--- config.mk ---
export PLATFORM = sky130hd
export DESIGN_NAME = bfs_regs
export DESIGN_NICKNAME = d
export VERILOG_FILES = /design/src/inc/bfs_pkg.sv /design/src/rtl/bfs_regs.sv
export SDC_FILE = /design/constraint.sdc
export NUM_CORES = 1
export LEC_CHECK = 0
export BUFFER_PORTS_ARGS = -buffer_cell sky130_fd_sc_hd__buf_4
export CAP_MARGIN = 20
export CORE_MARGIN = 4
export CORE_UTILIZATION = 45
export DETAILED_ROUTE_END_ITERATION = 10
export PLACE_DENSITY = 0.63
export SYNTH_ARGS = -nofsm -noshare
export SYNTH_HDL_FRONTEND = slang
export SYNTH_SLANG_ARGS = --single-unit
--- constraint.sdc ---
create_clock -name clk_i -period 3.96 [get_ports clk_i]
set_input_delay 0.198 -clock clk_i [delete_from_list [all_inputs] [get_ports clk_i]]
set_output_delay 0.198 -clock clk_i [all_outputs]
set_load 0.05 [all_outputs]
--- src/inc/bfs_pkg.sv ---
// Shared constants and types for the regulator fault/status register bank
package bfs_pkg;

    // ------------------------------------------------------------------
    // Register map
    // ------------------------------------------------------------------
    localparam int unsigned ADDR_W     = 3;
    localparam logic [2:0]  ADDR_STAT  = 3'h0;
    localparam logic [2:0]  ADDR_CFG1  = 3'h1;
    localparam logic [2:0]  ADDR_CFG2  = 3'h2;
    localparam logic [2:0]  ADDR_LEVEL = 3'h3;
    localparam logic [2:0]  ADDR_CMD   = 3'h4;

    // Status bit positions
    localparam int unsigned ST_OCF  = 7;
    localparam int unsigned ST_TSD  = 6;
    localparam int unsigned ST_TWRN = 5;
    localparam int unsigned ST_ZERO = 4;
    localparam int unsigned ST_EN   = 3;
    localparam int unsigned ST_ONE  = 2;
    localparam int unsigned ST_OK   = 1;
    localparam int unsigned ST_PG   = 0;

    // Writable field masks; unimplemented bits read zero
    localparam logic [7:0] CFG1_MASK = 8'hF8;
    localparam logic [7:0] CFG2_MASK = 8'h7F;
    localparam logic [7:0] CMD_MASK  = 8'hFE;
    localparam logic [7:0] MRG_MASK  = 8'h0C;
    localparam int unsigned CMD_CLR  = 0;

    // Synchronised pin indices
    localparam int unsigned NSYNC  = 6;
    localparam int unsigned SY_EN  = 0;
    localparam int unsigned SY_PG  = 1;
    localparam int unsigned SY_TW  = 2;
    localparam int unsigned SY_TSD = 3;
    localparam int unsigned SY_LS  = 4;
    localparam int unsigned SY_HS  = 5;

    // ------------------------------------------------------------------
    // Timing
    // ------------------------------------------------------------------
    localparam int unsigned CLK_NS    = 10;
    localparam int unsigned BLANK_NS  = 108;
    localparam int unsigned BLANK_CYC = (BLANK_NS + CLK_NS - 1) / CLK_NS;
    localparam logic [3:0]  BLANK_LD  = 4'(BLANK_CYC);
    localparam logic [3:0]  HICC_MAX  = 4'hF;
    localparam logic [3:0]  HICC_MIN  = 4'h0;
    localparam int unsigned TMR_W     = 24;

    typedef enum logic [1:0] {
        ST_RUN     = 2'b01,
        ST_INHIBIT = 2'b10
    } bfs_state_e;

    // Register access strobes from the serial front end
    typedef struct packed {
        logic       wr;
        logic       rd;
        logic [2:0] addr;
        logic [7:0] wdata;
    } bfs_reg_req_s;

    // Configuration fields handed to the analog control
    typedef struct packed {
        logic [1:0] current_limit_sel;
        logic [2:0] freq_sel;
        logic [2:0] startup_delay_sel;
        logic [1:0] margin_sel;
        logic [1:0] soft_start_sel;
        logic [7:0] output_level_value;
    } bfs_cfg_s;

endpackage

--- src/rtl/bfs_regs.sv ---
// Fault, hiccup and register logic of the step-down regulator
// Operation
// - Thermal shutdown stops power stage only, not interface
// - Thermal warning is register bit only, polled
// - Low-side over limit blocks high-side turn-on
// - Two-bit field selects four low-side limits
// - High-side limit ends on-time immediately
// - 108 ns blanking masks high-side limit
// - Four-bit counter increments on low-side limit cycle
// - Decrements otherwise, saturates at 0000 and 1111
// - High-side limits never touch the counter
// - At 1111 tri-state switches for timed inhibit
// - After inhibit, restart with fresh soft-start
// - Hiccup stays armed during soft-start too
// - Five byte registers at addresses 0 to 4
// - Flags latch until command clear or power cycle
// - Status bits 3 and 0 follow their pins live
// - Status resets zero except bits 2 and 1
// - Bit 7 latches any overcurrent
// - Bits 6,5 latch thermal; bit 4 zero
// - Bit 3 shows enable pin live
// - Bit 0 shows power good pin live
// - Config resets to factory values on power-up, margin field to 00
// - Clear bit clears flags then self-clears
// - Supply lockout resets registers; enable does not
`timescale 1ns/1ns
`default_nettype none
module bfs_regs
    import bfs_pkg::*;
#(
    parameter int unsigned INH_NS0  = 84_375_000,
    parameter int unsigned INH_NS1  = 35_526_315,
    parameter int unsigned INH_NS2  = 17_763_157,
    parameter int unsigned INH_NS3  = 9_000_000,
    parameter logic [7:0]  CFG1_RST = 8'h00,
    parameter logic [7:0]  CFG2_RST = 8'h00,
    parameter logic [7:0]  LVL_RST  = 8'h00
) (
    input  wire logic         clk_i,
    input  wire logic         nrst_i,
    input  wire bfs_reg_req_s reg_req_i,
    output logic [7:0]        reg_rdata_o,
    input  wire logic         en_pin_i,
    input  wire logic         pg_pin_i,
    input  wire logic         therm_warn_i,
    input  wire logic         therm_sd_i,
    input  wire logic         ls_limit_i,
    input  wire logic         hs_limit_i,
    input  wire logic         sw_cycle_i,
    input  wire logic         hs_req_i,
    input  wire logic         ls_req_i,
    output logic              hs_gate_o,
    output logic              ls_gate_o,
    output logic              stage_off_o,
    output logic              ss_restart_o,
    output logic              ldo_enable_o,
    output bfs_cfg_s          cfg_o
);

    // Inhibit lengths in cycles; every time rounds down
    localparam logic [TMR_W-1:0] INH_C0 = TMR_W'(INH_NS0 / CLK_NS);
    localparam logic [TMR_W-1:0] INH_C1 = TMR_W'(INH_NS1 / CLK_NS);
    localparam logic [TMR_W-1:0] INH_C2 = TMR_W'(INH_NS2 / CLK_NS);
    localparam logic [TMR_W-1:0] INH_C3 = TMR_W'(INH_NS3 / CLK_NS);

    // ------------------------------------------------------------------
    // Pin synchronisers
    // ------------------------------------------------------------------
    logic [NSYNC-1:0] pin_raw;
    logic [NSYNC-1:0] sync1_reg;
    logic [NSYNC-1:0] sync2_reg;
    assign pin_raw = {hs_limit_i, ls_limit_i, therm_sd_i,
                      therm_warn_i, pg_pin_i, en_pin_i};

    // Comparators and pins are asynchronous to clk_i
    for (genvar g = 0; g < NSYNC; g++) begin : g_sync
        always_ff @(posedge clk_i or negedge nrst_i) begin
            if (!nrst_i) begin
                sync1_reg[g] <= 1'b0;
                sync2_reg[g] <= 1'b0;
            end else begin
                sync1_reg[g] <= pin_raw[g];
                sync2_reg[g] <= sync1_reg[g];
            end
        end
    end

    logic en_s, pg_s, tw_s, tsd_s, ls_s, hs_s;
    assign en_s  = sync2_reg[SY_EN];
    assign pg_s  = sync2_reg[SY_PG];
    assign tw_s  = sync2_reg[SY_TW];
    assign tsd_s = sync2_reg[SY_TSD];
    assign ls_s  = sync2_reg[SY_LS];
    assign hs_s  = sync2_reg[SY_HS];

    // ------------------------------------------------------------------
    // Registers and protection state
    // ------------------------------------------------------------------
    logic [7:0]       cfg1_reg, cfg1_next;
    logic [7:0]       cfg2_reg, cfg2_next;
    logic [7:0]       lvl_reg, lvl_next;
    logic [7:0]       cmd_reg, cmd_next;
    logic             clr_reg, clr_next;
    logic             ocf_reg, ocf_next;
    logic             tsdf_reg, tsdf_next;
    logic             twf_reg, twf_next;
    logic [7:0]       rdata_reg, rdata_next;
    logic [7:0]       status;
    logic [3:0]       hicc_reg, hicc_next;
    logic             ls_seen_reg, ls_seen_next;
    bfs_state_e       state_reg, state_next;
    logic [TMR_W-1:0] tmr_reg, tmr_next;
    logic             retry_reg, retry_next;
    logic             hs_prev_reg, hs_prev_next;
    logic [3:0]       blank_reg, blank_next;
    logic             trunc_reg, trunc_next;
    logic             hs_gate_reg, hs_gate_next;
    logic             ls_gate_reg, ls_gate_next;
    logic             run;
    logic             trunc_now;
    logic             hs_rise;
    logic             cyc_evt;
    logic [TMR_W-1:0] inh_load;
    logic             wr_hit;

    // Status image; bit 1 reads one while no flag is up
    always_comb begin
        status          = 8'h00;
        status[ST_OCF]  = ocf_reg;
        status[ST_TSD]  = tsdf_reg;
        status[ST_TWRN] = twf_reg;
        status[ST_ZERO] = 1'b0;
        status[ST_EN]   = en_s;
        status[ST_ONE]  = 1'b1;
        status[ST_OK]   = ~(ocf_reg | tsdf_reg | twf_reg);
        status[ST_PG]   = pg_s;
    end

    // Inhibit terminal count from the soft-start select
    always_comb begin
        case (cfg2_reg[1:0])
            2'd0:    inh_load = INH_C0;
            2'd1:    inh_load = INH_C1;
            2'd2:    inh_load = INH_C2;
            default: inh_load = INH_C3;
        endcase
    end

    // Next-state logic for registers, flags and protection
    always_comb begin
        wr_hit    = reg_req_i.wr;
        cfg1_next = cfg1_reg;
        cfg2_next = cfg2_reg;
        lvl_next  = lvl_reg;
        cmd_next  = cmd_reg;
        clr_next  = 1'b0;
        if (wr_hit) begin
            case (reg_req_i.addr)
                ADDR_CFG1:  cfg1_next = reg_req_i.wdata & CFG1_MASK;
                ADDR_CFG2:  cfg2_next = reg_req_i.wdata & CFG2_MASK;
                ADDR_LEVEL: lvl_next  = reg_req_i.wdata;
                ADDR_CMD: begin
                    cmd_next = reg_req_i.wdata & CMD_MASK;
                    clr_next = reg_req_i.wdata[CMD_CLR];
                end
                default:    cmd_next = cmd_reg;
            endcase
        end
        // Set beats clear so an event in the clear cycle survives
        ocf_next  = (ocf_reg & ~clr_reg) | ls_s | hs_s;
        tsdf_next = (tsdf_reg & ~clr_reg) | tsd_s;
        twf_next  = (twf_reg & ~clr_reg) | tw_s;
        rdata_next = rdata_reg;
        if (reg_req_i.rd) begin
            case (reg_req_i.addr)
                ADDR_STAT:  rdata_next = status;
                ADDR_CFG1:  rdata_next = cfg1_reg;
                ADDR_CFG2:  rdata_next = cfg2_reg;
                ADDR_LEVEL: rdata_next = lvl_reg;
                ADDR_CMD:   rdata_next = cmd_reg | {7'h00, clr_reg};
                default:    rdata_next = 8'h00;
            endcase
        end

        // Hiccup integrator, one step per switching cycle
        cyc_evt      = ls_seen_reg | ls_s;
        ls_seen_next = sw_cycle_i ? 1'b0 : cyc_evt;
        hicc_next    = hicc_reg;
        state_next   = state_reg;
        tmr_next     = tmr_reg;
        retry_next   = 1'b0;
        case (state_reg)
            ST_RUN: begin
                // Armed in every phase, soft-start included
                if (hicc_reg == HICC_MAX) begin
                    state_next = ST_INHIBIT;
                    tmr_next   = inh_load;
                end else if (sw_cycle_i) begin
                    if (cyc_evt) begin
                        hicc_next = hicc_reg + 4'h1;
                    end else if (hicc_reg != HICC_MIN) begin
                        hicc_next = hicc_reg - 4'h1;
                    end
                end
            end
            ST_INHIBIT: begin
                if (tmr_reg == '0) begin
                    state_next = ST_RUN;
                    retry_next = 1'b1;
                    hicc_next  = HICC_MIN;
                end else begin
                    tmr_next = tmr_reg - TMR_W'(1);
                end
            end
            default: begin
                state_next = ST_RUN;
                hicc_next  = HICC_MIN;
            end
        endcase

        // Blanking restarts at every high-side turn-on request
        hs_prev_next = hs_req_i;
        hs_rise      = hs_req_i & ~hs_prev_reg;
        blank_next   = blank_reg;
        if (hs_rise) begin
            blank_next = BLANK_LD;
        end else if (blank_reg != 4'h0) begin
            blank_next = blank_reg - 4'h1;
        end
        // The turn-on cycle itself is blanked, before the timer loads
        trunc_now  = trunc_reg
                   | (hs_s & (blank_reg == 4'h0) & ~hs_rise);
        trunc_next = hs_req_i & trunc_now;

        // Thermal shutdown and hiccup drop the stage only
        run = (state_reg == ST_RUN) & ~tsd_s & en_s;
        hs_gate_next = run & hs_req_i & ~ls_s & ~trunc_now;
        ls_gate_next = run & ls_req_i & ~hs_gate_next;
    end

    // Supply-lockout reset restores factory values, margin field to 00
    always_ff @(posedge clk_i or negedge nrst_i) begin
        if (!nrst_i) begin
            cfg1_reg    <= CFG1_RST & CFG1_MASK;
            cfg2_reg    <= CFG2_RST & CFG2_MASK & ~MRG_MASK;
            lvl_reg     <= LVL_RST;
            cmd_reg     <= 8'h00;
            clr_reg     <= 1'b0;
            ocf_reg     <= 1'b0;
            tsdf_reg    <= 1'b0;
            twf_reg     <= 1'b0;
            rdata_reg   <= 8'h00;
            hicc_reg    <= HICC_MIN;
            ls_seen_reg <= 1'b0;
            state_reg   <= ST_RUN;
            tmr_reg     <= '0;
            retry_reg   <= 1'b0;
            hs_prev_reg <= 1'b0;
            blank_reg   <= 4'h0;
            trunc_reg   <= 1'b0;
            hs_gate_reg <= 1'b0;
            ls_gate_reg <= 1'b0;
        end else begin
            cfg1_reg    <= cfg1_next;
            cfg2_reg    <= cfg2_next;
            lvl_reg     <= lvl_next;
            cmd_reg     <= cmd_next;
            clr_reg     <= clr_next;
            ocf_reg     <= ocf_next;
            tsdf_reg    <= tsdf_next;
            twf_reg     <= twf_next;
            rdata_reg   <= rdata_next;
            hicc_reg    <= hicc_next;
            ls_seen_reg <= ls_seen_next;
            state_reg   <= state_next;
            tmr_reg     <= tmr_next;
            retry_reg   <= retry_next;
            hs_prev_reg <= hs_prev_next;
            blank_reg   <= blank_next;
            trunc_reg   <= trunc_next;
            hs_gate_reg <= hs_gate_next;
            ls_gate_reg <= ls_gate_next;
        end
    end

    // Outputs
    assign reg_rdata_o  = rdata_reg;
    assign hs_gate_o    = hs_gate_reg;
    assign ls_gate_o    = ls_gate_reg;
    assign stage_off_o  = (state_reg != ST_RUN);
    assign ss_restart_o = retry_reg;
    assign ldo_enable_o = 1'b1;
    assign cfg_o.current_limit_sel  = cfg1_reg[7:6];
    assign cfg_o.freq_sel           = cfg1_reg[5:3];
    assign cfg_o.startup_delay_sel  = cfg2_reg[6:4];
    assign cfg_o.margin_sel         = cfg2_reg[3:2];
    assign cfg_o.soft_start_sel     = cfg2_reg[1:0];
    assign cfg_o.output_level_value = lvl_reg;
endmodule
`default_nettype wire

* Word-level counts from Yosys, hierarchy flattened
Index checks and enable logic that the tools add are counted.
** Storage, ports and cells
- Memory bits (writable) :: 0
- Logic and storage cells :: 118
- Memories kept :: 0
- Bits in latches :: 0
- Memory bits (read-only) :: 0
- Register bits after elaboration :: 91
** Operators by class
- Div/mod/pow operators :: 0
- Equal/unequal tests :: 16
- Bitwise logic cells :: 31
- Shift operators :: 0
- Multiplexer cells :: 21
- Magnitude comparators :: 0
- Reductions and logical operators :: 15
- Add/subtract/negate cells :: 4
- Multipliers :: 0
** Operators by type and width (number)
- $pmux 24 s3 :: 1
- $mux 24 :: 2
- $pmux 24 s2 :: 1
- $pmux 8 s5 :: 1
- $mux 4 :: 7
- $logic_not 24->1 :: 1
- $sub 24x1->24 const B :: 1
- $and 1x1->1 :: 14
- $ne 2x2->1 const B :: 5
- $reduce_and 2->1 :: 5
- $not 1->1 :: 8
- $or 1x1->1 :: 8
- $or 8x1->8 :: 1
- $pmux 4 s2 :: 1
- $reduce_bool 4->1 :: 2
- $sub 4x1->4 const B :: 2
- $eq 3x2->1 const B :: 2
- $mux 1 :: 5
- $add 4x1->4 const B :: 1
- $eq 2x1->1 const B :: 2
- $eq 2x2->1 const B :: 2
- $eq 4x4->1 const B :: 1
- $logic_not 4->1 :: 1
- $mux 2 :: 2
- other kinds (10) :: 11

* Longest topological paths before layout
- Depth in word-level cells :: 9
- Depth in mapped cells :: 8
- Depth with buffers taken out :: 7

* Least setup slack after synthesis
No wires, ideal clock.
- Kind :: reg2reg
- Start :: register state_reg[0]
- End :: register tmr_reg[1]
- Slack :: 1.679 ns
- Arrival time :: 2.154 ns
- Required time :: 3.833 ns
- Stages on the path, launching flop included :: 8
- Cells stage by stage :: dfstp_2 and2b_2 clkinv_1 or2_2 clkbuf_1 clkbuf_1 a211oi_1 a21oi_1
** On the way
- Word-level cells in the longest chain between the ends :: 3
** RTL lines
- start: declaration :: RTL line bfs_regs.sv:111 : bfs_state_e state_reg, state_next;
- start signal: assignment :: RTL line bfs_regs.sv:275 : state_reg <= state_next;
- $eq 2x2->1 / $eq 2x1->1 (equally long branches) :: RTL line bfs_regs.sv:192 : case (state_reg)
- $ne 2x2->1 (no line) / $reduce_bool 2->1 (equally long branches)
- $reduce_and 3->1 (no line)
- end signal: assignment :: RTL line bfs_regs.sv:276 : tmr_reg <= tmr_next;
- end: declaration :: RTL line bfs_regs.sv:112 : logic [TMR_W-1:0] tmr_reg, tmr_next;
Several ways; a longest one is shown, not always the timed one.
A chain may end at the register's enable or synchronous reset.

* Final worst setup path
- Start :: register tmr_reg[14]
- End :: register tmr_reg[6]
** On the way
- Word-level cells in the longest chain between the ends :: 3
** RTL lines
- $logic_not 24->1 :: RTL line bfs_regs.sv:207 : if (tmr_reg == '0) begin
- $ne 2x2->1 (no line)
- $reduce_and 3->1 (no line)
No other way between the ends.

==> results by group <==
Status
  • Outcome: finished, final reports clean

Detailed routing
  • WL per Instance: 17.28 um
  • Via count: 3563
  • First-pass DRT Iterations: 5
  • Vias per Instance: 5.738
  • WL final: 10.73 mm
  • DRC: 0
  • Detail Route Antenna Nets: 0
  • Iter 0 DRT Violations: 200

Synthesis
  • Post-synth EDFFs: 0
  • Synth Area per Inst: 10.77 um2
  • FFs w/ async S/R, synth: 100.0%
  • Dominant cell type by area after synthesis: dfrtp_1
  • Share of the synthesized area in the top cell type: 49.22%
  • Post-synth net total: 462
  • Synthesized area: 0.004576 mm2
  • Post-Synthesis Cells: 425
  • FF+latch count, synth: 91
  • Synth warn: 0
  • Top cells by area, synth: dfrtp_1 49%, mux2_2 7.1%, ha_1 3.3%
  • Register area share after synthesis: 49.79%
  • Distinct cells, synth: 77
  • Dominant synthesized flop cell: dfrtp_1

CTS
  • Setup repair bufs after CTS: 0
  • TritonCTS clock tree: built
  • CTS resizes: 0
  • CTS Buffer Depth: 2
  • Clk Latency, worst-skew pair: 0.38 ns
  • CTS sink cnt: 91
  • H-tree depth: 3
  • Clock-pin slew on the worst setup and hold paths: 0.09 ns
  • CTS root buffer: clkbuf_8
  • Total CTS buffers: 9

Timing
  • Rel. slew slack: 43.54%
  • Minimum clock period: 2.365 ns
  • Final period util: 59.72%
  • Highest clock rate: 422.9 MHz
  • Setup repair after global routing missed its margin: no
  • Worst slew pin tran: 0.8469 ns
  • Final setup TNS: 0 ns
  • Final Hold Vio Count: 0
  • Final setup viols: 0
  • WHS: 0.04486 ns
  • Slew Viols, Final: 0
  • Worst clock skew: 0.01205 ns

Worst setup path
  • Critical path data arrival time: 2.64 ns
  • Worst setup SP type: flop
  • Required @ worst endpoint: 4.24 ns
  • CP Max Fanout: 18
  • Setup Crit Path Kind: flop to flop
  • Crit. End Element: flop

Die
  • Starting Density: 46.60%
  • Rows: 36
  • Die W: 108.8 um
  • Die area: 0.01185 mm2
  • Ports: 57
  • Die Y-Extent: 108.8 um
  • Core area: 0.009819 mm2

Cells and area
  • Diodes inserted: 0
  • Commonest cells after routing, fill and taps aside: 90 x dfrtp_1, 58 x buf_4, 29 x mux2_2, 26 x nor2_1, 23 x nand2_1
  • Fin nets: 520
  • Share of cells above drive strength 1: 25.20%
  • Commonest non-fill, non-tap cell in the layout: dfrtp_1
  • Layout area overhead: 17.42%
  • Max reg flops: 24

Global route
  • GR Util met1: 28.64%
  • GRT Resource Usage Total: 19.55%
  • Vias in the first global route: 3454
  • Top Usage Layer GRT: met1
  • Largest net degree at the start of global routing: 69
  • First-pass GRT wire length: 17.84 mm
  • M3 GR Usage: 5.388%
  • Initial antenna violation count: 0
  • Grt ovf: 0
  • Grt met2 use: 27.98%

Power and ir drop
  • Worst IR Drop VDD: 0.3797 mV
  • Lkg Pwr: 2.316 nW
  • Final Total Pwr: 0.003196 W
  • Cell Pwr Density: 594.8 mW/mm2

Placement
  • Final RePlAce weighted congestion: 0.8563
  • HPWL Detailed: 7.564 mm
  • PortBufs: 55

Worst hold path
  • Tightest Hold Check Type: input pin to flop

Job
  • Maxcap violations: 0
## layer usage
layer	wire [um]	up-vias	share of wire (%)
met2	4822	102	45
met3	549	12	5.1
met4	160	0	1.5
met1	5195	1757	48
met5	0	-	0
li1	-	1692	-
## final timing paths
kind / slack [ns] / startpoint / end / cells past startpoint
max: 1.60 / tmr_reg[14] / tmr_reg[6] / 6
min reg2reg: 0.35 / sync1_reg[2] / tw_s / 0
max in group asynchronous: 2.63 / nrst_i / lvl_reg[5] / 3
max reg2reg: 1.60 / tmr_reg[14] / tmr_reg[6] / 6
min: 0.04 / reg_req_i[2] / cfg2_reg[2] / 3
min in group asynchronous: 0.45 / nrst_i / tmr_reg[12] / 2
## cells by family after synthesis
group / count (synthesis) / share of synthesized area (%)
other: 1 / 0.08196
multiplexers: 35 / 8.450
adder cells (fa/ha/maj): 13 / 3.719
buffers and inverters: 39 / 3.773
AO/OA/AOI/OAI: 115 / 17.64
flip-flops: 91 / 49.80
AND/OR/NAND/NOR: 127 / 15.78
XOR/XNOR: 4 / 0.7658
## critical path: stages, from the launching register on
cell and delay, ns:
dfrtp_1 0.42, nor4_1 0.44, and4_2 0.36, a31oi_4 0.25, nor2_4 0.37, inv_2 0.16
a22o_2 0.25
## stage by stage
stage	setup slack (ns)	cells	cell area [um2]	utilization [%]
after floorplan	1.679	425	4576	-
after global placement	1.669	596	5076	51.69
after detailed placement	1.637	596	5076	51.69
after CTS	1.623	621	5373	54.71
after global routing	1.361	621	5373	54.71
final	1.595	621	5373	54.71
## layout make-up
| cell class | count | area [um2] |
|---|---|---|
| fill | 900 | 4447 |
| sequential | 91 | 2278 |
| multi-input combinational | 295 | 2125 |
| timing repair buffer | 67 | 525.5 |
| tap | 133 | 166.4 |
| clock buffer | 9 | 123.9 |
| clock inverter | 7 | 82.58 |
| inverter | 19 | 71.32 |
## synth_stat cells (3+ instances only)
library cell  instances
nor2_1               26
nand3_1              12
nor2b_1               7
nor3_1               11
nand2_1              23
or3_1                 6
clkbuf_1             14
mux2_2               29
a21o_1                3
o22ai_1              14
and2_1                3
o31ai_1               6
ha_1                 12
o21ai_0              20
a211oi_1              5
mux2i_1               6
a31oi_1               8
and3_1                3
a21oi_1              14
nand4_1               3
a22oi_1               9
nor4_1                7
o22a_1                5
nand3b_1              3
inv_1                17
nand2b_1              4
dfrtp_1              90
a22o_1                6
## what timing repair did
action                     in CTS  in global routing
hold buffers                    9                  0
setup endpoints to repair       0                  0
hold endpoints to repair       74                  0
## where the power goes
group,switching (W),leakage (nW),internal (W)
clock network,0.000358,0.0988,0.000302
registers,0.000236,1.10,0.00115
logic,0.000691,1.11,0.000457
Note: power is estimated with default switching activity, not from simulation.
